==> src/shared/dsc_defs.svh <==
`ifndef DSC_DEFS_SVH
`define DSC_DEFS_SVH

// clock rate and guard times
`define DSC_CLK_KHZ 125000
`define DSC_T6_MS 6000
`define DSC_T10_MS 10000
`define DSC_TONE_MS 250
`define DSC_T6_CYC (`DSC_T6_MS * `DSC_CLK_KHZ)
`define DSC_T10_CYC (`DSC_T10_MS * `DSC_CLK_KHZ)
`define DSC_TONE_CYC (`DSC_TONE_MS * `DSC_CLK_KHZ)

// digit codes from the tone decoder
`define DSC_CODE_ZERO 4'ha
`define DSC_CODE_STAR 4'hb
`define DSC_CODE_POUND 4'hc
`define DSC_NUM_TEN 4'ha

// multiple-port positions per shelf
`define DSC_MP_COUNT 10
`define DSC_MP_ALL 10'h3ff

// detection source bits and masks
`define DSC_SRC_TAB_IN_MASK 3'h2
`define DSC_SRC_ALL_MASK 3'h7

`endif

==> src/shared/dsc_pkg.sv <==
`include "dsc_defs.svh"

package dsc_pkg;

  // pins from the decoder and the option switches
  typedef struct packed {
    logic [2:0] stb;      // [0] splitter, [1] tab input, [2] tab output
    logic [3:0] code;
    logic [3:0] shelf_sw; // 1..10
    logic detect_route_switch;
    logic ack_route_switch;
  } dsc_pins_t;

  // selected target of a sequence
  typedef struct packed {
    logic common;
    logic [`DSC_MP_COUNT-1:0] mp;
  } dsc_target_t;

  // tone-coupling relay contacts
  typedef struct packed {
    logic tab_out;
    logic cp_comb;
    logic tab_in;
  } dsc_ack_t;

  typedef enum logic [1:0] {
    DSC_WAIT_SHELF,
    DSC_WAIT_SLOT,
    DSC_WAIT_CMD
  } dsc_state_t;

endpackage

==> src/dsc_sequence_ctrl.sv <==
`timescale 1ns/1ps
`include "dsc_defs.svh"

module dsc_sequence_ctrl
  import dsc_pkg::*;
#(
  parameter logic [31:0] T6_CYC = `DSC_T6_CYC,
  parameter logic [31:0] T10_CYC = `DSC_T10_CYC,
  parameter logic [31:0] TONE_CYC = `DSC_TONE_CYC
) (
  input wire logic mclk,
  input wire logic srst,
  input wire dsc_pins_t pins,
  output logic relay_cp,
  output logic [`DSC_MP_COUNT-1:0] relay_mp,
  output logic tone_hi_on,
  output logic tone_lo_on,
  output dsc_ack_t ack_couple
);

  // digit value 1..10, or zero for star, pound and junk
  function automatic logic [3:0] dsc_num(input logic [3:0] code);
    logic [3:0] v;
    v = 4'h0;
    if (code == `DSC_CODE_ZERO) begin
      v = `DSC_NUM_TEN;
    end else if (code >= 4'h1 && code <= 4'h9) begin
      v = code;
    end
    return v;
  endfunction

  dsc_pins_t meta_reg, sync_reg;
  logic stb_prev_reg;
  dsc_state_t st_reg, st_next;
  logic en_reg, en_next;
  dsc_target_t tgt_reg, tgt_next;
  logic [31:0] t6_reg, t6_next, t10_reg, t10_next;
  logic [31:0] hi_cnt_reg, hi_cnt_next, lo_cnt_reg, lo_cnt_next;
  logic cp_reg, cp_next;
  logic [`DSC_MP_COUNT-1:0] mp_reg, mp_next;
  logic hi_on_reg, hi_on_next, lo_on_reg, lo_on_next;
  dsc_ack_t ack_reg, ack_next;
  logic [2:0] src_mask;
  logic stb_now, dig_go, disc_go, conn_go, reject;
  logic [3:0] num;

  // two-flop synchroniser on every pin and switch
  always_ff @(posedge mclk) begin
    if (srst) begin
      meta_reg <= '0;
      sync_reg <= '0;
      stb_prev_reg <= 1'b0;
    end else begin
      meta_reg <= pins;
      sync_reg <= meta_reg;
      stb_prev_reg <= stb_now;
    end
  end

  assign src_mask = sync_reg.detect_route_switch ? `DSC_SRC_ALL_MASK : `DSC_SRC_TAB_IN_MASK;
  assign stb_now = |(sync_reg.stb & src_mask);
  // rising edge, one digit per strobe
  assign dig_go = stb_now & ~stb_prev_reg;
  assign num = dsc_num(sync_reg.code);

  // sequencing, timers, relays and tones
  always_comb begin
    st_next = st_reg;
    en_next = en_reg;
    tgt_next = tgt_reg;
    t6_next = t6_reg;
    t10_next = t10_reg;
    hi_cnt_next = hi_cnt_reg;
    lo_cnt_next = lo_cnt_reg;
    cp_next = cp_reg;
    mp_next = mp_reg;
    disc_go = 1'b0;
    conn_go = 1'b0;
    reject = 1'b0;
    if (t6_reg != 32'h0) begin
      t6_next = t6_reg - 32'h1;
    end
    if (t6_reg == 32'h1) begin
      en_next = 1'b0;
    end
    if (t10_reg != 32'h0) begin
      t10_next = t10_reg - 32'h1;
    end
    if (t10_reg == 32'h1) begin
      st_next = DSC_WAIT_SHELF;
      en_next = 1'b0;
    end
    if (hi_cnt_reg != 32'h0) begin
      hi_cnt_next = hi_cnt_reg - 32'h1;
    end
    if (lo_cnt_reg != 32'h0) begin
      lo_cnt_next = lo_cnt_reg - 32'h1;
    end
    if (dig_go) begin
      case (st_reg)
        DSC_WAIT_SHELF: begin
          st_next = DSC_WAIT_SLOT;
          en_next = (num != 4'h0) && (num == sync_reg.shelf_sw);
          t6_next = T6_CYC;
          t10_next = T10_CYC;
          tgt_next = '0;
        end
        DSC_WAIT_SLOT: begin
          st_next = DSC_WAIT_CMD;
          tgt_next = '0;
          if (num != 4'h0) begin
            tgt_next.mp = `DSC_MP_COUNT'(1) << (num - 4'h1);
          end else if (sync_reg.code == `DSC_CODE_STAR) begin
            tgt_next.mp = `DSC_MP_ALL;
          end else if (sync_reg.code == `DSC_CODE_POUND) begin
            tgt_next.common = 1'b1;
          end else begin
            en_next = 1'b0;
          end
        end
        default: begin
          // back to idle after third digit
          st_next = DSC_WAIT_SHELF;
          en_next = 1'b0;
          t6_next = 32'h0;
          t10_next = 32'h0;
          if (en_reg && t6_reg != 32'h0) begin
            disc_go = (sync_reg.code == `DSC_CODE_POUND);
            conn_go = (sync_reg.code == `DSC_CODE_STAR);
          end
        end
      endcase
    end
    if (disc_go) begin
      if (tgt_reg.common) begin
        cp_next = 1'b1;
        mp_next = '0;
        hi_cnt_next = TONE_CYC;
      end else if (cp_reg) begin
        reject = 1'b1;
      end else begin
        // already set bits stay, tone still sent
        mp_next = mp_reg | tgt_reg.mp;
        hi_cnt_next = TONE_CYC;
      end
    end
    if (conn_go) begin
      if (tgt_reg.common) begin
        cp_next = 1'b0;
      end else begin
        mp_next = mp_reg & ~tgt_reg.mp;
      end
      lo_cnt_next = TONE_CYC;
    end
    // tone enables, registered beside their timers
    hi_on_next = (hi_cnt_next != 32'h0);
    lo_on_next = (lo_cnt_next != 32'h0);
    // contacts follow the tone, routed by option
    ack_next.tab_out = (hi_cnt_next != 32'h0) || (lo_cnt_next != 32'h0);
    ack_next.cp_comb = ack_next.tab_out & sync_reg.ack_route_switch;
    ack_next.tab_in = ack_next.tab_out & sync_reg.ack_route_switch;
  end

  // state registers
  always_ff @(posedge mclk) begin
    if (srst) begin
      st_reg <= DSC_WAIT_SHELF;
      en_reg <= 1'b0;
      tgt_reg <= '0;
      t6_reg <= 32'h0;
      t10_reg <= 32'h0;
      hi_cnt_reg <= 32'h0;
      lo_cnt_reg <= 32'h0;
      cp_reg <= 1'b0;
      mp_reg <= '0;
      hi_on_reg <= 1'b0;
      lo_on_reg <= 1'b0;
      ack_reg <= '0;
    end else begin
      st_reg <= st_next;
      en_reg <= en_next;
      tgt_reg <= tgt_next;
      t6_reg <= t6_next;
      t10_reg <= t10_next;
      hi_cnt_reg <= hi_cnt_next;
      lo_cnt_reg <= lo_cnt_next;
      cp_reg <= cp_next;
      mp_reg <= mp_next;
      hi_on_reg <= hi_on_next;
      lo_on_reg <= lo_on_next;
      ack_reg <= ack_next;
    end
  end

  // outputs straight from flops
  assign relay_cp = cp_reg;
  assign relay_mp = mp_reg;
  assign tone_hi_on = hi_on_reg;
  assign tone_lo_on = lo_on_reg;
  assign ack_couple = ack_reg;
endmodule

==> config.mk <==
export PLATFORM = sky130hd
export DESIGN_NAME = dsc_sequence_ctrl
export DESIGN_NICKNAME = d
export VERILOG_FILES = /design/src/shared/dsc_pkg.sv /design/src/dsc_sequence_ctrl.sv
export VERILOG_INCLUDE_DIRS = /design/src /design/src/shared
export SDC_FILE = /design/constraint.sdc
export NUM_CORES = 1
export LEC_CHECK = 0
export BUFFER_PORTS_ARGS = -buffer_cell sky130_fd_sc_hd__buf_2
export CAP_MARGIN = 20
export CORE_MARGIN = 5
export CORE_UTILIZATION = 60
export CTS_CLUSTER_DIAMETER = 120
export DETAILED_ROUTE_END_ITERATION = 8
export HOLD_SLACK_MARGIN = 0.08
export PLACE_DENSITY = 0.77
export SLEW_MARGIN = 15
export SYNTH_ARGS = -nofsm -noshare
export SYNTH_HDL_FRONTEND = slang
export SYNTH_SLANG_ARGS = --single-unit
==> constraint.sdc <==
create_clock -name mclk -period 4.8 [get_ports mclk]
set_input_delay 0.72 -clock mclk [delete_from_list [all_inputs] [get_ports mclk]]
set_output_delay 0.72 -clock mclk [all_outputs]
set_load 0.02 [all_outputs]
==> impl_metrics.tcl, run 1 <==
set metrics [dict create \
    critPathMaxFanout 11 \
    netlist_area_mm2 0.00866 \
    dieArea_mm2 0.0169 \
    fp.dieW_um 130 \
    nFillCells 1192 \
    routedWlPerCell_um 14.8 \
    core-area_mm2 0.0144 \
    min_period_ps 3520 \
    place_hpwl_mm 12.1 \
    ios 31 \
    dr_wl_met3_um 921 \
    ant_nets 0 \
    drc 0 \
    worstSetupStartpointType "register" \
    dr_wl_met2_mm 8.60 \
    grt_pass1_wl_mm 32.1 \
    synth_cell_type_count 63 \
    n_antenna_cell 0 \
    cts_tree "done" \
    ys.flop_type "dfxtp_1" \
    fin_crit_sh_pct 73.3 \
    yosys_warnings 0 \
    area_delta_synth_final_pct 9.77 \
    netlist_instances 1030 \
    final_area_mm2 0.00950 \
    cts-resized-gates 0 \
    dpl-instance-area_mm2 0.00889 \
    port_buffers 30 \
    cts_setup_buffers 0 \
    synth_edf_count 0 \
    crit_type "register to register" \
    via_per_inst 5.95 \
    root_buffer "clkbuf_16" \
    routed.top_layer "met4" \
    finalNetCount 1065 \
    synth_seq_cells 184 \
    multi_input_area_mm2 0.00471 \
    netlist.area_leader.share_pct 42.5 \
    synth.largest_area_cell "dfxtp_1" \
    rsz0062_at_grt "false" \
    async_reset_ff_share_pct 0 \
    die_y_um 130 \
    initial_core_util_pct 60.2 \
    setup_tns_ps 0 \
    fmax_ghz 0.284 \
    drive_gt1_share_pct 8.17 \
    synth_area_leaders "dfxtp_1, xnor2_1, nor2_1" \
    final-seq-area_mm2 0.00368 \
    htree_levels 4 \
    cts_buffer_depth 2 \
    place_inst 1204 \
    hp-class "register to register" \
    dr_total_vias 7360 \
    numCtsBuffers 17 \
    place_congestion 0.949 \
    max-vdd-ir-drop_mv 0.514 \
    grtUsageTotal_pct 23.0 \
    ys_seq_area_share_pct 42.5 \
    final_cell_mix "dfxtp_1, nor2_1, a21oi_1" \
    cp-end-kind "register" \
    p_leak_nw 3.55 \
    postCtsHoldBufs 0 \
    grt_pass1_vias 6879 \
    clkSinkCount 184 \
    arrival_ps 3830 \
    drtIter0Drc 505 \
    worstSkewPairLatency_ps 430 \
    power_density_mw_per_mm2 799 \
    dr.pass1.iters 5 \
    fin_cells 1237 \
    antenna_found_initial 0 \
    synthesis.nets 1055 \
    final_util_pct 66.1 \
    drt-met1-wl_mm 8.50 \
    slew_violations 0 \
    postSynthAreaPerCell_um2 8.40 \
    cap_violations 0 \
    layout_commonest_cell "dfxtp_1" \
    slew_headroom_pct 39.1 \
    setup_viol 0 \
    cp.required_ps 5120 \
    grt_max_degree 48 \
    tightest_slew_ps 901 \
    routed_wl_mm 18.3 \
    grt.overflow.total 0 \
    hold_viol 0 \
    skew_ps 8.11 \
    rows 44 \
    clkSlewWorstSetupHoldPaths_ps 70 \
    outcome "completed" \
]
-- power by group --
| group | switching [mW] | internal [mW] | total (mW) |
|---|---|---|---|
| clock | 0.606 | 0.828 | 1.43 |
| combinational | 2.15 | 1.56 | 3.71 |
| sequential | 0.481 | 1.97 | 2.45 |
| total | 3.23 | 4.36 | 7.59 |
-- Yosys cell counts (2+ instances only) --
| cell type | number |
|---|---|
| dfxtp_1 | 184 |
| nor2_1 | 148 |
| a21oi_1 | 66 |
| xnor2_1 | 64 |
| nand2_1 | 58 |
| nor3_1 | 53 |
| clkbuf_1 | 41 |
| o21ai_0 | 40 |
| nor4_1 | 38 |
| xor2_1 | 34 |
| nor2b_1 | 33 |
| or3_1 | 29 |
| or4_1 | 25 |
| nand3_1 | 24 |
| inv_1 | 17 |
| nand4_1 | 17 |
| nand2b_1 | 15 |
| a22oi_1 | 11 |
| o31ai_1 | 11 |
| a31oi_1 | 10 |
| ha_1 | 10 |
| a211oi_1 | 8 |
| or2_2 | 8 |
| nand3b_1 | 7 |
| a21o_1 | 6 |
| o31a_1 | 6 |
| nand4b_1 | 5 |
| and2_1 | 4 |
| and3_1 | 4 |
| nor4b_1 | 4 |
| o211ai_1 | 4 |
| o22ai_1 | 4 |
| and4_1 | 3 |
| o32ai_1 | 3 |
| a2111oi_0 | 2 |
| and4b_1 | 2 |
| buf_1 | 2 |
| buf_4 | 2 |
| buf_6 | 2 |
| nor3b_1 | 2 |
| nor4_2 | 2 |
-- worst max-delay path, cell delays in order, from the launching register on --
cell and delay (ps):
dfxtp_1 360, inv_1 100, ha_1 260, or3b_2 610, nor4_2 240, buf_4 200, o21ai_0 170, or4_1 450
xnor2_1 180, nor4_2 310, nand3_1 110, o41a_1 420
-- path summary, 6_finish.rpt --
kind	from	endpoint	slack, ps	depth (start not counted)
setup reg to reg	hi_cnt_reg[0]	ack_couple[0]	1280	11
hold reg to reg	meta_reg[7]	sync_reg[7]	440	1
hold / removal	meta_reg[7]	sync_reg[7]	440	1
setup / recovery	hi_cnt_reg[0]	ack_couple[0]	1280	11
-- per-stage QoR --
step,total power [mW],setup slack (ps),hold slack (ps)
2_1_floorplan,5.41,1480,414
3_3_place_gp,6.03,1400,418
3_5_place_dp,6.07,1300,425
4_1_cts,7.57,1280,441
5_1_grt,8.22,1060,456
6_report,7.59,1280,439
-- metal layers --
metal	global-route usage (%)	up-vias
met5	0	-
met4	6.11	0
met3	5.53	28
met2	37.7	186
met1	30.7	3444
li1	-	3702
-- layout make-up --
type / count / share of cell area [%]
clock buffers: 20 / 4.60
clock inverters: 12 / 1.75
inverters: 17 / 0.671
multi-input cells: 781 / 49.5
flip-flops and latches: 184 / 38.8
well taps: 184 / 2.42
repair buffers: 39 / 2.26
-- logic make-up after synthesis --
group           synth area share [%]
compound gates                  13.5
xor+xnor                        9.91
fa+ha+maj                       1.45
buf+inv                         3.09
flops                           42.5
mux                            0.130
simple gates                    29.4
Power figures use the tool's default switching activity.
==> inputs of run 2 (changes only) <==
--- a/config.mk
+++ b/config.mk
@@ -9,11 +9,11 @@
 export BUFFER_PORTS_ARGS = -buffer_cell sky130_fd_sc_hd__buf_2
 export CAP_MARGIN = 20
 export CORE_MARGIN = 5
-export CORE_UTILIZATION = 60
+export CORE_UTILIZATION = 56
 export CTS_CLUSTER_DIAMETER = 120
 export DETAILED_ROUTE_END_ITERATION = 8
 export HOLD_SLACK_MARGIN = 0.08
-export PLACE_DENSITY = 0.77
+export PLACE_DENSITY = 0.75
 export SLEW_MARGIN = 15
 export SYNTH_ARGS = -nofsm -noshare
 export SYNTH_HDL_FRONTEND = slang
==> constraint.sdc (replaced) <==
create_clock -name mclk -period 3.2 [get_ports mclk]
set_input_delay 0.48 -clock mclk [delete_from_list [all_inputs] [get_ports mclk]]
set_output_delay 0.48 -clock mclk [all_outputs]
set_load 0.02 [all_outputs]
==> impl_metrics.tcl, run 2 (synthesized netlist as in run 1, its figures left out) <==
set metrics [dict create \
    outcome "complete, but fails checks" \
    violations "negative setup slack" \
    die_y_um 134 \
    max-vdd-ir-drop_mv 1.08 \
    layout_commonest_cell "dfxtp_1" \
    routed_wl_mm 19.3 \
    initial_core_util_pct 56.9 \
    dr_total_vias 7512 \
    endpoint "ack_couple[0]" \
    slew_headroom_pct 41.3 \
    rows 45 \
    crit_type "register to register" \
    postCtsHoldBufs 0 \
    tightest_slew_ps 878 \
    fin_cells 1293 \
    via_per_inst 5.81 \
    cp.required_ps 3520 \
    core-area_mm2 0.0152 \
    finalNetCount 1117 \
    place_inst 1260 \
    drive_gt1_share_pct 13.1 \
    reg2reg_to "ack_couple[0]" \
    grt_pass1_wl_mm 32.7 \
    port_buffers 30 \
    fp.dieW_um 134 \
    antenna_found_initial 0 \
    final_cell_mix "dfxtp_1, nor2_1, a21oi_1" \
    fin_crit_sh_pct 100 \
    power_mw 12.0 \
    grtUsageTotal_pct 21.6 \
    reg2reg_slack_ps -6 \
    area_delta_synth_final_pct 14.5 \
    dieArea_mm2 0.0180 \
    hold_slack_ps 253 \
    rsz0062_at_grt "true" \
    drc 0 \
    setup_viol 1 \
    fmax_ghz 0.312 \
    rr_worst_depth 8 \
    cp-end-kind "register" \
    drtIter0Drc 623 \
    place_congestion 0.887 \
    htree_levels 4 \
    dpl-instance-area_mm2 0.00930 \
    grt.overflow.total 0 \
    arrival_ps 3520 \
    cap_violations 0 \
    numCtsBuffers 17 \
    worstSkewPairLatency_ps 430 \
    hold_viol 0 \
    routedWlPerCell_um 14.9 \
    skew_ps 12.7 \
    pre_cts_ws_ps 15.3 \
    slew_violations 0 \
    p_leak_nw 3.81 \
    ant_nets 0 \
    timing.critical_path.from "hi_cnt_reg[26]" \
    final_area_mm2 0.00991 \
    final_util_pct 65.2 \
    n_antenna_cell 0 \
    grt_pass1_vias 6977 \
    root_buffer "clkbuf_16" \
    min_period_ps 3210 \
    power_density_mw_per_mm2 1210 \
    worstSetupStartpointType "register" \
    setup_ws_ps -5.87 \
    ios 31 \
    clkSinkCount 184 \
    cts_buffer_depth 2 \
    cts_tree "done" \
    dr.pass1.iters 5 \
    critPathMaxFanout 4 \
    reg2reg_from "hi_cnt_reg[26]" \
    hp-class "primary input to register" \
    clkSlewWorstSetupHoldPaths_ps 70 \
    grt_max_degree 42 \
    place_hpwl_mm 13.3 \
    setup_tns_ps -5.87 \
]
-- run 2: changes by cell type in the layout (fill, tap and decap cells not counted), moves of 2 or more --
cell        previous run  this run
bufinv_16              3         0
buf_4                  8        60
clkinv_4               2         4
inv_6                  2         4
clkinvlp_4             4         2
clkbuf_1               3         0
inv_8                  1         4
-- run 2: layout make-up --
| cell class | count | area (um^2) |
|---|---|---|
| Sequential cell | 184 | 3680 |
| Inverter | 17 | 63.8 |
| Fill cell | 1274 | 5290 |
| Clock inverter | 14 | 130 |
| Timing Repair Buffer | 91 | 612 |
| Clock buffer | 18 | 439 |
| Tap cell | 188 | 235 |
| Multi-Input combinational cell | 781 | 4750 |
-- run 2: worst min path at each step --
stage	from	to	slack, ps	cells past startpoint
after global placement	meta_reg[7]	sync_reg[7]	420	1
after CTS	pins[6]	meta_reg[6]	250	2
after global routing	pins[3]	meta_reg[3]	260	2
after detailed placement	meta_reg[6]	sync_reg[6]	420	1
final	pins[6]	meta_reg[6]	250	2
after floorplan	meta_reg[0]	sync_reg[0]	410	1
-- run 2: layer usage --
metal / global-route usage, % / part of all wire, % / vias up
li1: - / - / 3808
met1: 29.1 / 47 / 3476
met2: 34.6 / 47 / 196
met3: 4.58 / 4.8 / 32
met4: 7.35 / 1.7 / 0
met5: 0 / 0 / -
-- run 2: critical path, cell delays in order (launching register included) --
cell and delay [ps]:
dfxtp_1 310, or4_1 520, or4_4 560, or3_4 370, a2111oi_4 310, nand4_1 150
nor4_2 330, nand3_1 160, o41a_1 380
-- run 2: power by group --
| group | total [mW] | switching, mW | internal (mW) |
|---|---|---|---|
| sequential | 3.57 | 0.620 | 2.95 |
| combinational | 6.41 | 3.52 | 2.88 |
| clock | 2.02 | 0.974 | 1.05 |
| total | 12.0 | 5.11 | 6.88 |
-- run 2: repair_timing --
item                       CTS  global route
setup buffers                0             1
gates cloned                 0             0
gates resized for setup      0             6
setup endpoints to repair    1             3
pin swaps                    2             5
==> inputs of run 3 (changes only) <==
--- a/config.mk
+++ b/config.mk
@@ -14,6 +14,7 @@
 export DETAILED_ROUTE_END_ITERATION = 8
 export HOLD_SLACK_MARGIN = 0.08
 export PLACE_DENSITY = 0.75
+export SETUP_SLACK_MARGIN = 0.3
 export SLEW_MARGIN = 15
 export SYNTH_ARGS = -nofsm -noshare
 export SYNTH_HDL_FRONTEND = slang
==> impl_metrics.tcl, run 3 (synthesized netlist as in run 1, its figures left out) <==
set metrics [dict create \
    outcome "completed" \
    via_per_inst 5.84 \
    dr_total_vias 7523 \
    port_buffers 30 \
    tightest_slew_ps 805 \
    grt_max_degree 42 \
    final_cell_mix "dfxtp_1, nor2_1, a21oi_1" \
    htree_levels 4 \
    drc 0 \
    drive_gt1_share_pct 14.3 \
    place_hpwl_mm 13.2 \
    fmax_ghz 0.322 \
    cp.required_ps 3520 \
    postCtsHoldBufs 0 \
    skew_ps 7.21 \
    dr_wl_met3_um 808 \
    rr_worst_depth 9 \
    grtUsageTotal_pct 21.7 \
    reg2reg_slack_ps 100 \
    root_buffer "clkbuf_16" \
    grt_pass1_wl_mm 32.9 \
    fp.dieW_um 134 \
    drt-met1-wl_mm 8.86 \
    crit_chain "or4_4 -> or4_1 -> buf_4 -> nor4b_1 -> a31oi_1 -> o22ai_1 -> and4_1 -> nand3_1 -> o41a_1" \
    max-vdd-ir-drop_mv 1.13 \
    layout_commonest_cell "dfxtp_1" \
    dr_wl_met2_mm 9.09 \
    worstSetupStartpointType "register" \
    rsz0062_at_grt "true" \
    setup_ws_ps 97.6 \
    hp-class "primary input to register" \
    antenna_found_initial 0 \
    slew_violations 0 \
    place_congestion 0.891 \
    clkSlewWorstSetupHoldPaths_ps 70 \
    setup_viol 0 \
    routed_wl_mm 19.2 \
    rows 45 \
    power_density_mw_per_mm2 1220 \
    arrival_ps 3420 \
    drtIter0Drc 565 \
    cap_violations 0 \
    worstSkewPairLatency_ps 440 \
    cp-end-kind "register" \
    n_antenna_cell 0 \
    slew_headroom_pct 46.2 \
    holdCritStartpoint "pins[9]" \
    cp_slowest_cell "or4_1" \
    ios 31 \
    initial_core_util_pct 56.9 \
    area_delta_synth_final_pct 15.2 \
    routedWlPerCell_um 14.9 \
    dpl-instance-area_mm2 0.00923 \
    reg2reg_from "hi_cnt_reg[11]" \
    cts_tree "done" \
    cts_buffer_depth 2 \
    worst_hold_path.endpoint "meta_reg[9]" \
    grt_pass1_vias 7058 \
    min_period_ps 3100 \
    crit_type "register to register" \
    clkSinkCount 184 \
    dr.pass1.iters 5 \
    ant_nets 0 \
    power_mw 12.2 \
    numCtsBuffers 17 \
    dieArea_mm2 0.0180 \
    critPathMaxFanout 5 \
    cp_slowest_stage_delay_ps 580 \
    core-area_mm2 0.0152 \
    holdPathStages 2 \
    hold_viol 0 \
    die_y_um 134 \
    finalNetCount 1113 \
    final_area_mm2 0.00997 \
    pre_cts_ws_ps 72.2 \
    routed.top_layer "met4" \
    grt.overflow.total 0 \
    p_leak_nw 3.81 \
    reg2reg_to "ack_couple[0]" \
    fin_crit_sh_pct 97.0 \
]
-- run 3: repair_timing --
action / 4_1_cts / 5_1_grt
gates resized for setup: 5 / 17
pin swaps: 2 / 4
setup endpoints to repair: 3 / 16
buffers inserted: 1 / 6
-- run 3: worst max path at each step --
| stage | startpoint | to | slack [ps] |
|---|---|---|---|
| CTS | hi_cnt_reg[26] | ack_couple[0] | 140 |
| floorplan | hi_cnt_reg[15] | ack_couple[0] | 110 |
| finish | hi_cnt_reg[11] | ack_couple[0] | 100 |
| global route | hi_cnt_reg[26] | ack_couple[0] | -30 |
| detailed placement | hi_cnt_reg[26] | ack_couple[0] | 70 |
| global placement | hi_cnt_reg[26] | ack_couple[0] | 110 |
-- run 3: area by class of cell --
type	instances	area, um^2
repair buffers	87	578
clock buffers	17	425
multi-input cells	781	4840
flip-flops and latches	184	3680
fillers	1254	5230
inverters	17	63.8
well taps	188	235
clock inverters	15	153
-- run 3: power by group --
part	switching (mW)	total [mW]	internal (mW)
combinational	3.56	6.54	2.98
clock	0.997	2.04	1.04
sequential	0.678	3.63	2.95
total	5.24	12.2	6.97
-- run 3: layer usage --
| metal | global-route usage (%) | vias to the layer above |
|---|---|---|
| met5 | 0 | - |
| met4 | 7.47 | 0 |
| met3 | 4.35 | 39 |
| met2 | 35.8 | 177 |
| met1 | 28.4 | 3504 |
| li1 | - | 3803 |
-- run 3: critical path: cells and delay by family (launching register included) --
kind                   cells  cell delay, ps
and+or+nand+nor            5            1830
buffers and inverters      1             180
DFF                        1             330
AOI/OAI and AO/OA          3             650
-- run 3: metrics by stage --
stage	utilization [%]	instances	setup TNS [ps]	hold WS (ps)
after global placement	60.7	1250	0	416
after detailed placement	60.7	1250	0	424
final	65.6	1289	0	243
after global routing	65.6	1289	-27.7	224
after floorplan	-	1030	0	414
after CTS	64.7	1283	0	232
